File: config.mk
export PLATFORM = sky130hd
export DESIGN_NAME = atr_tune_ctrl
export DESIGN_NICKNAME = d
export VERILOG_FILES = /design/src/design/atr_pkg.sv /design/src/design/atr_comp_mem.sv /design/src/design/atr_tune_ctrl.sv
export SDC_FILE = /design/constraint.sdc
export NUM_CORES = 2
export LEC_CHECK = 0
export BUFFER_PORTS_ARGS = -buffer_cell sky130_fd_sc_hd__buf_2
export CELL_PAD_IN_SITES_DETAIL_PLACEMENT = 1
export CELL_PAD_IN_SITES_GLOBAL_PLACEMENT = 2
export CORE_AREA = 2 2 434 436
export DETAILED_ROUTE_END_ITERATION = 8
export DIE_AREA = 0 0 436 438
export PLACE_DENSITY = 0.67
export REMOVE_ABC_BUFFERS = 1
export SLEW_MARGIN = 0
export SYNTH_ARGS = -nofsm -noshare
export SYNTH_HDL_FRONTEND = slang
export SYNTH_SLANG_ARGS = --single-unit
File: constraint.sdc
create_clock -name clock -period 16.1 [get_ports clock]
set_input_delay 2.415 -clock clock [delete_from_list [all_inputs] [get_ports clock]]
set_output_delay 2.415 -clock clock [all_outputs]
set_load 0.05 [all_outputs]
File: src/design/atr_pkg.sv
package atr_pkg;
  localparam int NCH = 20;
  localparam logic [4:0] TP_FIRST = 5'h00;
  localparam logic [4:0] TP_LAST = 5'h0F;
  localparam logic [4:0] LP_FIRST = 5'h10;
  localparam logic [4:0] LP_LAST = 5'h13;
  localparam logic [3:0] CONSEC = 4'hF;
  localparam int CLK_HZ = 200_000_000;
  localparam int RETRY_UNIT_US = 1000;
  localparam int RETRY_UNIT_CYC = (CLK_HZ / 1_000_000) * RETRY_UNIT_US;
  localparam int FCC_REF_HZ = 16_000_000;
  localparam logic [2:0] LEN_LIN_MAX = 3'h4;
  localparam logic [2:0] LEN_EXP_OFS = 3'h2;
  localparam logic [2:0] CK_TOP = 3'h7;
  localparam logic [6:0] PHASE_BASE = 7'h02;
  localparam logic [7:0] COMP_RST = 8'h00;
  localparam logic [7:0] SAR_TOP = 8'h80;
  localparam logic [7:0] GAIN_MAX = 8'hFF;

  typedef enum logic [1:0] {S_IDLE, S_TRY, S_MEAS, S_FINAL} atr_state_e;

  // a length setting becomes a number of phase steps
  function automatic logic [5:0] len_term(input logic [2:0] l);
    logic [5:0] r;
    r = (l > LEN_LIN_MAX) ? (6'h01 << (l - LEN_EXP_OFS)) : {3'h0, l};
    return r;
  endfunction : len_term

  // value lies outside target plus or minus limit
  function automatic logic out_rng(input logic [15:0] v, input logic [15:0] t,
                                   input logic [15:0] l);
    logic [16:0] hi;
    logic [16:0] lo;
    hi = {1'b0, t} + {1'b0, l};
    lo = {1'b0, t} - {1'b0, l};
    return ({1'b0, v} > hi) || (!lo[16] && ({1'b0, v} < lo));
  endfunction : out_rng
endpackage : atr_pkg

File: src/design/atr_comp_mem.sv
// compensation store, one byte per channel, registered read
module atr_comp_mem (
  input logic clock,
  input logic we,
  input logic [4:0] waddr,
  input logic [7:0] wdata,
  input logic [4:0] raddr,
  output logic [7:0] rdata
);
  logic [7:0] mem_q [atr_pkg::NCH];

  // no reset on the array; read of an unwritten entry is don't-care
  always_ff @(posedge clock) begin
    if (we && (waddr < 5'(atr_pkg::NCH))) begin
      mem_q[waddr] <= wdata;
    end
  end

  // out-of-range addresses read as zero
  always_ff @(posedge clock) begin
    rdata <= (raddr < 5'(atr_pkg::NCH)) ? mem_q[raddr] : atr_pkg::COMP_RST;
  end
endmodule : atr_comp_mem

File: src/design/atr_tune_ctrl.sv
module atr_tune_ctrl #(
  parameter int RETRY_UNIT_CYC = atr_pkg::RETRY_UNIT_CYC
) (
  input logic clock,
  input logic rst,
  input logic [7:0] global_gain_multiplier,
  input logic [7:0] lowpower_gain_multiplier,
  input logic [7:0] channel_gain_adjust,
  input logic run_autotune_set,
  output logic run_autotune_bit,
  input logic lowpower_mode,
  input logic comm_window_open,
  output logic comm_hold,
  input logic [15:0] tp_target,
  input logic [15:0] lp_target,
  input logic [15:0] tp_drift_limit,
  input logic [15:0] lp_drift_limit,
  input logic [15:0] max_count_limit,
  input logic [15:0] min_count_drop,
  input logic [7:0] comp_low_limit,
  input logic [7:0] comp_high_limit,
  input logic [7:0] retry_time,
  input logic retune_enable,
  input logic lowpower_retune_enable,
  input logic mon_valid,
  input logic [4:0] mon_chan,
  input logic [15:0] mon_count,
  input logic [15:0] mon_ref,
  input logic mon_snap,
  output logic meas_req,
  output logic [4:0] meas_chan,
  output logic [7:0] meas_comp,
  output logic [7:0] meas_gain,
  input logic meas_done,
  input logic [15:0] meas_count,
  output logic retune_happened,
  output logic lowpower_retune_happened,
  output logic tune_fault,
  output logic lowpower_tune_fault,
  output logic retry_holdoff,
  input logic [4:0] comp_rd_addr,
  output logic [7:0] comp_rd_data,
  input logic [2:0] charge_clock_divider_sel,
  input logic [2:0] charge_up_length,
  input logic [2:0] charge_pass_length,
  input logic [1:0] extra_phase,
  output logic [22:0] charge_freq_hz
);
  atr_pkg::atr_state_e state_q;
  logic [4:0] ch_q;
  logic [7:0] comp_q;
  logic [7:0] bit_q;
  logic mode_q;
  logic retune_q;
  logic err_q;
  logic run_q;
  logic pend_q;
  logic [7:0] gain_q;
  logic tp_fault_q;
  logic lp_fault_q;
  logic tp_rt_q;
  logic lp_rt_q;
  logic [7:0] hold_q;
  logic [17:0] tick_cnt_q;
  logic [22:0] freq_q;
  logic [3:0] maxc_q [atr_pkg::NCH];
  logic [3:0] dropc_q [atr_pkg::NCH];

  // gain of the channel under measurement, saturated to one byte
  wire ch_lp_w = ch_q >= atr_pkg::LP_FIRST;
  wire signed [9:0] gain_sum_w = $signed({2'b00, global_gain_multiplier})
                               + 10'(signed'(channel_gain_adjust));
  wire [7:0] tp_gain_w = gain_sum_w[9] ? atr_pkg::COMP_RST
                       : (gain_sum_w[8] ? atr_pkg::GAIN_MAX : gain_sum_w[7:0]);
  wire [7:0] gain_w = ch_lp_w ? lowpower_gain_multiplier : tp_gain_w;

  // per-mode target and drift limit for search and monitor
  wire [15:0] srch_tgt_w = mode_q ? lp_target : tp_target;
  wire [15:0] srch_lim_w = mode_q ? lp_drift_limit : tp_drift_limit;
  wire mon_lp_w = mon_chan >= atr_pkg::LP_FIRST;
  wire [15:0] mon_tgt_w = mon_lp_w ? lp_target : tp_target;
  wire [15:0] mon_lim_w = mon_lp_w ? lp_drift_limit : tp_drift_limit;
  wire mon_ok_w = mon_valid && (mon_chan < 5'(atr_pkg::NCH));

  // retune trigger conditions seen on one monitor sample
  wire drift_w = atr_pkg::out_rng(mon_ref, mon_tgt_w, mon_lim_w);
  wire over_w = mon_count > max_count_limit;
  wire [15:0] dip_w = mon_ref - mon_count;
  wire drop_w = (mon_ref > mon_count) && (dip_w > min_count_drop) && !mon_snap;
  wire [3:0] maxc_w = mon_ok_w ? maxc_q[mon_chan] : 4'h0;
  wire [3:0] dropc_w = mon_ok_w ? dropc_q[mon_chan] : 4'h0;
  wire max_hit_w = over_w && (maxc_w >= atr_pkg::CONSEC - 4'h1);
  wire drop_hit_w = drop_w && (dropc_w >= atr_pkg::CONSEC - 4'h1);
  wire en_w = mon_lp_w ? lowpower_retune_enable : retune_enable;
  // a fault holdoff blocks only the automatic path, never the host bit
  wire trig_w = mon_ok_w && en_w && (hold_q == 8'h00) && (state_q == atr_pkg::S_IDLE)
              && (drift_w || max_hit_w || drop_hit_w);

  // search start: held off while the host still owns the bus
  wire start_w = (state_q == atr_pkg::S_IDLE) && (run_q || pend_q)
               && !comm_window_open;
  wire last_w = mode_q ? (ch_q == atr_pkg::LP_LAST) : (ch_q == atr_pkg::TP_LAST);
  wire fin_ch_w = (state_q == atr_pkg::S_FINAL) && meas_done;
  wire fin_w = fin_ch_w && last_w;
  wire ch_err_w = (comp_q <= comp_low_limit) || (comp_q >= comp_high_limit)
                || atr_pkg::out_rng(meas_count, srch_tgt_w, srch_lim_w);
  wire err_any_w = err_q || ch_err_w;
  wire ms_tick_w = tick_cnt_q == 18'(RETRY_UNIT_CYC - 1);

  // charge transfer frequency from hardware settings
  wire [6:0] phase_w = atr_pkg::PHASE_BASE + {1'b0, atr_pkg::len_term(charge_up_length)}
                     + {1'b0, atr_pkg::len_term(charge_pass_length)}
                     + {5'h00, extra_phase};
  wire [13:0] fcc_div_w = {7'h00, phase_w} << (atr_pkg::CK_TOP - charge_clock_divider_sel);
  wire [31:0] fcc_w = 32'(atr_pkg::FCC_REF_HZ) / {18'h0, fcc_div_w};

  // outputs
  assign meas_req = (state_q == atr_pkg::S_MEAS) || (state_q == atr_pkg::S_FINAL);
  assign meas_chan = ch_q;
  assign meas_comp = comp_q;
  assign meas_gain = gain_q;
  assign run_autotune_bit = run_q;
  assign comm_hold = state_q != atr_pkg::S_IDLE;
  assign retune_happened = tp_rt_q;
  assign lowpower_retune_happened = lp_rt_q;
  assign tune_fault = tp_fault_q;
  assign lowpower_tune_fault = lp_fault_q;
  assign retry_holdoff = hold_q != 8'h00;
  assign charge_freq_hz = freq_q;

  // compensation results, one entry per channel and low-power rx
  atr_comp_mem u_mem (
    .clock(clock),
    .we(fin_ch_w),
    .waddr(ch_q),
    .wdata(comp_q),
    .raddr(comp_rd_addr),
    .rdata(comp_rd_data)
  );

  // search sequencer: binary search per channel, then a checking sample
  always_ff @(posedge clock or posedge rst) begin
    if (rst) begin
      state_q <= atr_pkg::S_IDLE;
      ch_q <= atr_pkg::TP_FIRST;
      comp_q <= atr_pkg::COMP_RST;
      bit_q <= atr_pkg::SAR_TOP;
      mode_q <= 1'b0;
      retune_q <= 1'b0;
      err_q <= 1'b0;
    end else begin
      case (state_q)
        atr_pkg::S_IDLE: begin
          if (start_w) begin
            mode_q <= lowpower_mode;
            ch_q <= lowpower_mode ? atr_pkg::LP_FIRST : atr_pkg::TP_FIRST;
            retune_q <= pend_q;
            err_q <= 1'b0;
            comp_q <= atr_pkg::COMP_RST;
            bit_q <= atr_pkg::SAR_TOP;
            state_q <= atr_pkg::S_TRY;
          end
        end
        atr_pkg::S_TRY: begin
          comp_q <= comp_q | bit_q;
          state_q <= atr_pkg::S_MEAS;
        end
        atr_pkg::S_MEAS: begin
          if (meas_done) begin
            // too much compensation pulls the count under target
            if (meas_count < srch_tgt_w) begin
              comp_q <= comp_q & ~bit_q;
            end
            bit_q <= bit_q >> 1;
            state_q <= (bit_q == 8'h01) ? atr_pkg::S_FINAL : atr_pkg::S_TRY;
          end
        end
        atr_pkg::S_FINAL: begin
          if (meas_done) begin
            err_q <= err_any_w;
            if (last_w) begin
              state_q <= atr_pkg::S_IDLE;
            end else begin
              ch_q <= ch_q + 5'h01;
              comp_q <= atr_pkg::COMP_RST;
              bit_q <= atr_pkg::SAR_TOP;
              state_q <= atr_pkg::S_TRY;
            end
          end
        end
        default: state_q <= atr_pkg::S_IDLE;
      endcase
    end
  end

  // gain registered one cycle ahead of each measurement
  always_ff @(posedge clock or posedge rst) begin
    if (rst) begin
      gain_q <= 8'h00;
    end else begin
      gain_q <= gain_w;
    end
  end

  // host run bit and retune request; a new set beats the clear
  always_ff @(posedge clock or posedge rst) begin
    if (rst) begin
      run_q <= 1'b0;
      pend_q <= 1'b0;
    end else begin
      run_q <= run_autotune_set || (run_q && !fin_w);
      pend_q <= trig_w || (pend_q && !start_w);
    end
  end

  // fault flags move only at the end of a search of their own mode
  always_ff @(posedge clock or posedge rst) begin
    if (rst) begin
      tp_fault_q <= 1'b0;
      lp_fault_q <= 1'b0;
      tp_rt_q <= 1'b0;
      lp_rt_q <= 1'b0;
    end else begin
      if (fin_w && !mode_q) begin
        tp_fault_q <= err_any_w;
      end
      if (fin_w && mode_q) begin
        lp_fault_q <= err_any_w;
      end
      tp_rt_q <= fin_w && retune_q && !mode_q;
      lp_rt_q <= fin_w && retune_q && mode_q;
    end
  end

  // retry holdoff in millisecond steps from a free divider
  always_ff @(posedge clock or posedge rst) begin
    if (rst) begin
      tick_cnt_q <= 18'h00000;
      hold_q <= 8'h00;
    end else begin
      tick_cnt_q <= ms_tick_w ? 18'h00000 : tick_cnt_q + 18'h00001;
      if (fin_w && err_any_w) begin
        hold_q <= retry_time;
      end else if (ms_tick_w && (hold_q != 8'h00)) begin
        hold_q <= hold_q - 8'h01;
      end
    end
  end

  // consecutive-sample counters per channel, cleared by any sample that misses
  always_ff @(posedge clock or posedge rst) begin
    if (rst) begin
      for (int i = 0; i < atr_pkg::NCH; i++) begin
        maxc_q[i] <= 4'h0;
        dropc_q[i] <= 4'h0;
      end
    end else if (mon_ok_w) begin
      maxc_q[mon_chan] <= !over_w ? 4'h0 : (maxc_w == atr_pkg::CONSEC)
                        ? maxc_w : maxc_w + 4'h1;
      dropc_q[mon_chan] <= !drop_w ? 4'h0 : (dropc_w == atr_pkg::CONSEC)
                         ? dropc_w : dropc_w + 4'h1;
    end
  end

  // frequency result registered to keep the divider off the output
  always_ff @(posedge clock or posedge rst) begin
    if (rst) begin
      freq_q <= 23'h000000;
    end else begin
      freq_q <= fcc_w[22:0];
    end
  end

  // checks
  property p_run_clear;
    @(posedge clock) disable iff (rst) fin_w && !run_autotune_set |=> !run_autotune_bit;
  endproperty
  a_run_clear: assert property (p_run_clear) else $error("run bit not cleared");

  property p_no_start_open;
    @(posedge clock) disable iff (rst)
      $rose(comm_hold) |-> !$past(comm_window_open);
  endproperty
  a_no_start_open: assert property (p_no_start_open) else $error("search in window");

  property p_rt_pulse;
    @(posedge clock) disable iff (rst)
      retune_happened |-> $past(fin_w) ##1 !retune_happened;
  endproperty
  a_rt_pulse: assert property (p_rt_pulse) else $error("retune pulse wrong");

  property p_fault_hold;
    @(posedge clock) disable iff (rst)
      $changed(tune_fault) || $changed(lowpower_tune_fault) |-> $past(fin_w);
  endproperty
  a_fault_hold: assert property (p_fault_hold) else $error("fault moved");

  property p_tp_gain;
    @(posedge clock) disable iff (rst)
      !ch_lp_w && channel_gain_adjust == 8'h00 |-> gain_w == global_gain_multiplier;
  endproperty
  a_tp_gain: assert property (p_tp_gain) else $error("trackpad gain wrong");

  property p_lp_gain;
    @(posedge clock) disable iff (rst)
      meas_req && meas_chan >= atr_pkg::LP_FIRST |-> meas_gain == lowpower_gain_multiplier;
  endproperty
  a_lp_gain: assert property (p_lp_gain) else $error("low-power gain wrong");

  property p_mode_chan;
    @(posedge clock) disable iff (rst) comm_hold && mode_q |-> meas_chan >= atr_pkg::LP_FIRST;
  endproperty
  a_mode_chan: assert property (p_mode_chan) else $error("wrong mode channel");

  property p_snap_skip;
    @(posedge clock) disable iff (rst) mon_valid && mon_snap |-> !drop_hit_w;
  endproperty
  a_snap_skip: assert property (p_snap_skip) else $error("snap drop trigger");

  property p_max_reset;
    @(posedge clock) disable iff (rst)
      mon_ok_w && !over_w |=> maxc_q[$past(mon_chan)] == 4'h0;
  endproperty
  a_max_reset: assert property (p_max_reset) else $error("counter not reset");

  property p_holdoff;
    @(posedge clock) disable iff (rst) retry_holdoff && !pend_q |=> !pend_q;
  endproperty
  a_holdoff: assert property (p_holdoff) else $error("retune during holdoff");

  property p_err_low;
    @(posedge clock) disable iff (rst) fin_w && comp_q <= comp_low_limit && !mode_q
      |=> tune_fault;
  endproperty
  a_err_low: assert property (p_err_low) else $error("fault not flagged");

  property p_fcc_dflt;
    @(posedge clock) disable iff (rst)
      charge_clock_divider_sel == 3'h7 && charge_up_length == 3'h4
      && charge_pass_length == 3'h3 && extra_phase == 2'h0 |=> charge_freq_hz == 23'h1B2071;
  endproperty
  a_fcc_dflt: assert property (p_fcc_dflt) else $error("charge freq wrong");

  c_search: cover property (@(posedge clock) disable iff (rst) fin_w && !mode_q);
  c_lp_retune: cover property (@(posedge clock) disable iff (rst) lowpower_retune_happened);
  c_fault: cover property (@(posedge clock) disable iff (rst) $rose(tune_fault));
endmodule : atr_tune_ctrl

# --- After elaboration in Yosys (flattened, before gate mapping) ---
# Memory sizes are Yosys's and may differ from the RTL's. A register that Yosys moved wholly into a read port is not among the register bits.
# Index checks and enable logic that the tools add are counted.
totals:
  ff_bits: 249
  ram_bits: 160
  mem_count: 1
memory_table:
  columns: ["memory", "words", "word_bits", "read_ports", "rd_ports_with_merged_regs", "wr", "line", "rtl"]
  rows:
  - ["u_mem.mem_q", 20, 8, 1, 1, 1, "atr_comp_mem.sv:10", "logic [7:0] mem_q [atr_pkg::NCH];"]
classes:
  addsub: 17
  n_div: 1
  magnitude_cmp: 21
  eq_ne: 14
  n_shift: 3
  muxes: 57
  bitwise_logic: 4
  n_reduce_logical: 58
op_table:
  columns: ["operator", "count"]
  rows:
  - ["bitwise mux 80 bit", 2]
  - ["two-way mux 8 bit", 14]
  - ["two-way mux 16 bit", 4]
  - ["greater-than comparator 16 bit", 3]
  - ["two-way mux 4 bit", 11]
  - ["binary-select mux 4 bit (select 5 bit)", 2]
  - ["adder 16 x 16 -> 17 bit", 2]
  - ["greater-than comparator 16 x 17 -> 1 bit", 2]
  - ["less-than comparator 16 x 17 -> 1 bit", 2]
  - ["subtractor 16 x 16 -> 17 bit", 2]
  - ["divider 24 x 14 -> 32 bit (first input constant)", 1]
  - ["one-hot mux 8 bit (4 select lines)", 1]
  - ["logical AND 1 bit", 26]
  - ["one-hot mux 8 bit (3 select lines)", 1]
  - ["demux 4 bit (select 5 bit)", 1]
  - ["two-way mux 5 bit", 4]
  - ["adder 18 x 1 -> 18 bit (second input constant)", 1]
  - ["== test 18 bit (second input constant)", 1]
  - ["two-way mux 18 bit", 1]
  - ["less-than comparator 16 bit", 1]
  - ["subtractor 16 bit", 1]
  - ["less-than comparator 5 bit (second input constant)", 3]
  - ["left shift 7 x 3 -> 14 bit", 1]
  - ["two-way mux 6 bit", 2]
  - ["45 further kinds", 86]

# --- Longest topological paths before layout ---
logic_depth:
  ltp_word: 11
  ltp_mapped: 492
  depth_no_buf: 451

# --- Hierarchy ---
# A second synthesis with hierarchy kept.
hier_totals:
  hier_cells: 5889
  hier_area_um2: 50547.2
modules_own_cells:
  columns: ["module", "n_inst", "cells_each", "area_each_um2", "seq_area_each_um2"]
  rows:
  - ["atr_tune_ctrl", 1, 5571, 44044.7, 6232.2]
  - ["atr_comp_mem", 1, 318, 6502.5, 4964.8]

# --- Worst setup path before layout ---
# OpenSTA, ideal clock, no wires.
synth_timing:
  path_type: "input to register"
  startpoint: "input charge_up_length[2]"
  endpoint: "register freq_q[0], in the netlist charge_freq_hz[0]"
  setup_ps: 147
  arrival_ps: 91590
  t_required_ps: 15953
  path_slack_ps: -75636
  stages: 475
  cell_sequence: "inv_1 ha_1 nor2_1 nand3_1 o21ai_0 fa_1 inv_1 fa_1 and2b_1 o221a_2 o32ai_2 nor2_1 a311oi_2 and4_1 buf_2 and3_1 clkbuf_1 nand3_1 (+439 left out) o21ai_0 nand2b_1 a21oi_1 o21ai_0 a21o_1 a21oi_1 o211a_2 nand4_1 nor3_2 buf_4 mux2_1 ha_1 a21o_1 a21o_1 a21oi_1 o21ai_0 o311ai_1 o2111ai_1"
synth_between:
  elab_chain_cells: 8
  elab_cells_between_ends: 9
  cone_classes: "4 x add/sub; 1 x div; 1 x order compare; 2 x shift; 1 x mux"
synth_rtl:
  columns: ["item", "line", "rtl"]
  rows:
  - ["start, declared", "atr_tune_ctrl.sv:44", "input logic [2:0] charge_up_length,"]
  - ["subtractor 3 x 2 -> 3 bit", "atr_pkg.sv:25", "r = (l > LEN_LIN_MAX) ? (6'h01 << (l - LEN_EXP_OFS)) : {3'h0, l};"]
  - ["left shift 1 x 3 -> 6 bit", "atr_pkg.sv:25", null]
  - ["two-way mux 6 bit (*)", "atr_pkg.sv:25", null]
  - ["adder 2 x 6 -> 7 bit (*)", "atr_tune_ctrl.sv:111", "wire [6:0] phase_w = atr_pkg::PHASE_BASE + {1'b0, atr_pkg::len_term(charge_up_length)}"]
  - ["adder 7 x 6 -> 7 bit (*)", "atr_tune_ctrl.sv:112", "+ {1'b0, atr_pkg::len_term(charge_pass_length)}"]
  - ["adder 7 x 2 -> 7 bit (*)", "atr_tune_ctrl.sv:113", "+ {5'h00, extra_phase};"]
  - ["left shift 7 x 3 -> 14 bit (*)", "atr_tune_ctrl.sv:114", "wire [13:0] fcc_div_w = {7'h00, phase_w} << (atr_pkg::CK_TOP - charge_clock_divider_sel);"]
  - ["divider 24 x 14 -> 32 bit (*)", "atr_tune_ctrl.sv:115", "wire [31:0] fcc_w = 32'(atr_pkg::FCC_REF_HZ) / {18'h0, fcc_div_w};"]
  - ["named net fcc_w[0]", "atr_tune_ctrl.sv:115", null]
  - ["end signal, assigned", "atr_tune_ctrl.sv:270", "freq_q <= fcc_w[22:0];"]
  - ["end, declared", "atr_tune_ctrl.sv:65", "logic [22:0] freq_q;"]
# Mark *: on every way through the listed nets, which the timed path passes. The rest lies on a longest branch.
# A chain may end at the register's enable or synchronous reset.

# --- Worst setup path in the final report ---
# Ends and elaborated chain as after synthesis.

==> metrics.cfg <==
[outcome]
status=finished with violations
violations=negative setup slack

[drt]
wl_per_cell_um=20.3
drc=0
drtAntennaViolNets=0
route.vias.total=56800
drt-initial-drc-count=2568
finalWirelength_um=224000
via_per_inst=5.15
drtPass1Iterations=5

[global_routing]
first_global_vias=62300
grt-ovfl-total=0
grt_antenna_before_repair=11
grt_max_degree=173
grt_use_total_pct=22.6
grt_pass1_wl_um=348000

[cts]
clk_latency_ps=700
h-tree-depth=2
clockBufferDepth=3
root_buffer=clkbuf_16
cts_sinks=417
cts_tree=built
cts_made_buffers=51
path_clk_slew_ps=60

[sta]
worst_pin_slew_ps=1070
clock_skew_ps=27.4
clock.fmax_mhz=12.6
finalMaxSlewViolations=0
period_share_pct=495
setup_violations=22
fin_crit_ps=79640
final_hold_viol_count=0
relSlewSlack_pct=28.4
rsz0062_at_grt=true
final.setup.tns_ps=-664870
fin_ws_ps=-63540

[synth]
syn_area_mm2=0.0499
synth-edff-count=160
ys_warn_count=0
synth_top_flop_cell=dfrtp_1
yosysSeqAreaShare_pct=22.4
synthArstFlopShare_pct=59.7
synth.distinct_cells=144
synthCells=5841
postSynthAreaPerCell_um2=8.55
synth-seq-cells=417

[setup_path]
critPathMaxStageDelay_ps=530
crit_type=in -> reg
end_kind=flip-flop
slowest_stage=or4_4
timing.rr.start=mode_q
r2r_cells=36
crit_top_cell=buf_4
worst_ep_required_time_ps=16650
critPathArrivalTime_ps=80190
r2r_slack_ps=8930
r2r-end=hold_q[6]
cp-start-kind=input pin
path_max_fanout=8

[min_path]
min_path_type=reg -> reg
min_path_cells=2
hold_end=maxc_q[63]
hold_start=maxc_q[63]

[placed_design]
placed_cell_area_mm2=0.0677
numPortBuffers=282
finalWeightedCongestion=0.897
dp_hpwl_um=161000

[die]
die_w_um=436
rows=159
dieArea_mm2=0.191
io_pins=283
core_area_mm2=0.187
start_util_pct=26.8
die_h_um=438

[final_layout]
nFillCells=22300
final_nets=9269
layout_commonest_cell=buf_4
final_cell_area_mm2=0.0771
layout_common_cells=buf_4, ha_1, nor2_1, nand2_1, a21oi_1
drive_above_1_share_pct=43.4
area.growth.synth_to_final_pct=54.4

[flow_run]
maxCapViolCount=0

-- final cells by class --
type / instances / area [µm²] / area share, %
Antenna cell: 12 / 30.0 / 0.0389
Clock inverter: 31 / 424 / 0.550
Multi-Input combinational cell: 4913 / 39200 / 50.9
Inverter: 313 / 1210 / 1.57
Clock buffer: 65 / 1380 / 1.79
Tap cell: 2495 / 3120 / 4.05
Sequential cell: 417 / 11200 / 14.5
Timing Repair Buffer: 2779 / 20500 / 26.6
-- cells by family after synthesis --
group	Yosys count	share of synthesized area (%)
multiplexers	381	10.5
flip-flops	417	22.4
buffers and inverters	511	3.98
AND/OR/NAND/NOR	1880	19.1
AO/OA/AOI/OAI	1758	24.0
adder cells (fa/ha/maj)	572	14.4
XOR/XNOR	321	5.64
other	1	0.00751
-- through the flow --
stage	cells	utilization, %	setup WS (ps)	hold WS (ps)
6_report	11000	41.3	-63540	470
5_1_grt	11000	41.3	-66800	500
4_1_cts	10900	40.6	-60440	475
3_5_place_dp	10300	36.3	-67880	460
3_3_place_gp	10300	36.3	-64900	453
2_1_floorplan	5643	-	-75710	438
-- layer usage --
| layer | track usage [%] | part of all wire, % | vias to the layer above |
|---|---|---|---|
| met5 | 0 | 0 | - |
| met4 | 8.13 | 3.8 | 0 |
| met3 | 2.07 | 2.7 | 451 |
| met2 | 41.0 | 50 | 999 |
| met1 | 27.6 | 43 | 28200 |
| li1 | - | - | 27200 |
-- synth_stat cells, types with 14 or more instances --
library cell | count | area [µm²]
a21boi_0 | 16 | 120
mux4_2 | 92 | 2070
nor2_1 | 490 | 1840
o31ai_1 | 148 | 1110
nor2b_1 | 82 | 513
nand2_1 | 447 | 1680
nand4_1 | 79 | 494
o21ai_1 | 28 | 140
o21a_1 | 226 | 1700
and3_1 | 43 | 269
o21ai_0 | 278 | 1390
or4_1 | 17 | 128
o21bai_1 | 49 | 368
dfrtp_1 | 248 | 6210
o31a_1 | 15 | 131
a22o_1 | 18 | 158
xor2_1 | 105 | 920
buf_2 | 20 | 100
a211oi_1 | 44 | 330
or2_2 | 46 | 288
inv_2 | 20 | 75.1
ha_1 | 563 | 7040
mux2_2 | 184 | 2070
a21oi_1 | 427 | 2140
xnor2_1 | 215 | 1880
o22ai_1 | 25 | 156
buf_1 | 37 | 139
nand3_1 | 116 | 581
a211o_1 | 19 | 166
and2_1 | 52 | 325
nand2b_1 | 98 | 613
mux2i_1 | 90 | 901
nor3_1 | 191 | 956
edfxtp_1 | 160 | 4800
a31oi_1 | 48 | 300
o211ai_1 | 38 | 285
inv_1 | 290 | 1090
o2111ai_1 | 22 | 193
a2111oi_0 | 18 | 158
nand3b_1 | 14 | 105
or3_1 | 51 | 319
a21o_1 | 130 | 976
clkbuf_1 | 132 | 495
and4_1 | 17 | 149
nor4_1 | 40 | 250
-- how the worst max path moves through the flow --
| stage | from | endpoint | slack (ps) | cells after the start |
|---|---|---|---|---|
| 2_1_floorplan | charge_up_length[2] | charge_freq_hz[0] | -75710 | 425 |
| 6_report | charge_up_length[2] | charge_freq_hz[0] | -63540 | 508 |
| 5_1_grt | charge_up_length[2] | charge_freq_hz[0] | -66800 | 486 |
| 4_1_cts | charge_pass_length[2] | charge_freq_hz[0] | -60440 | 450 |
| 3_5_place_dp | charge_pass_length[2] | charge_freq_hz[0] | -67880 | 443 |
| 3_3_place_gp | charge_up_length[2] | charge_freq_hz[0] | -64900 | 436 |
-- state kept, by name, indices dropped and copies added (netlist names) --
signal and cells:
bit_q 8, charge_freq_hz 23, dropc_q 80, err_q 1, hold_q 8, lowpower_retune_happened 1
lowpower_tune_fault 1, maxc_q 80, meas_chan 5, meas_comp 8, meas_gain 8, mode_q 1
pend_q 1, retune_happened 1, retune_q 1, run_autotune_bit 1, state_q 2, tick_cnt_q 18
tune_fault 1, u_mem.mem_q 160, u_mem.rdata 8
-- worst max-delay path, delay by kind of cell --
kind	cells	cell delay (ps)
XOR/XNOR	2	260
multiplexers	9	2480
AO/OA/AOI/OAI	158	26390
adder cells (fa/ha/maj)	28	7780
buffers and inverters	219	26650
AND/OR/NAND/NOR	92	13930
-- repair_timing --
action | in CTS | in global routing
gates cloned | 1 | 0
hold buffers | 0 | 0
setup buffers | 561 | 81
gates resized for setup | 466 | 144
setup endpoints to repair | 23 | 23
pin swaps | 206 | 167
Power is not shown: default switching activity piles up to over one toggle a cycle in this logic, so the estimate is an artifact.
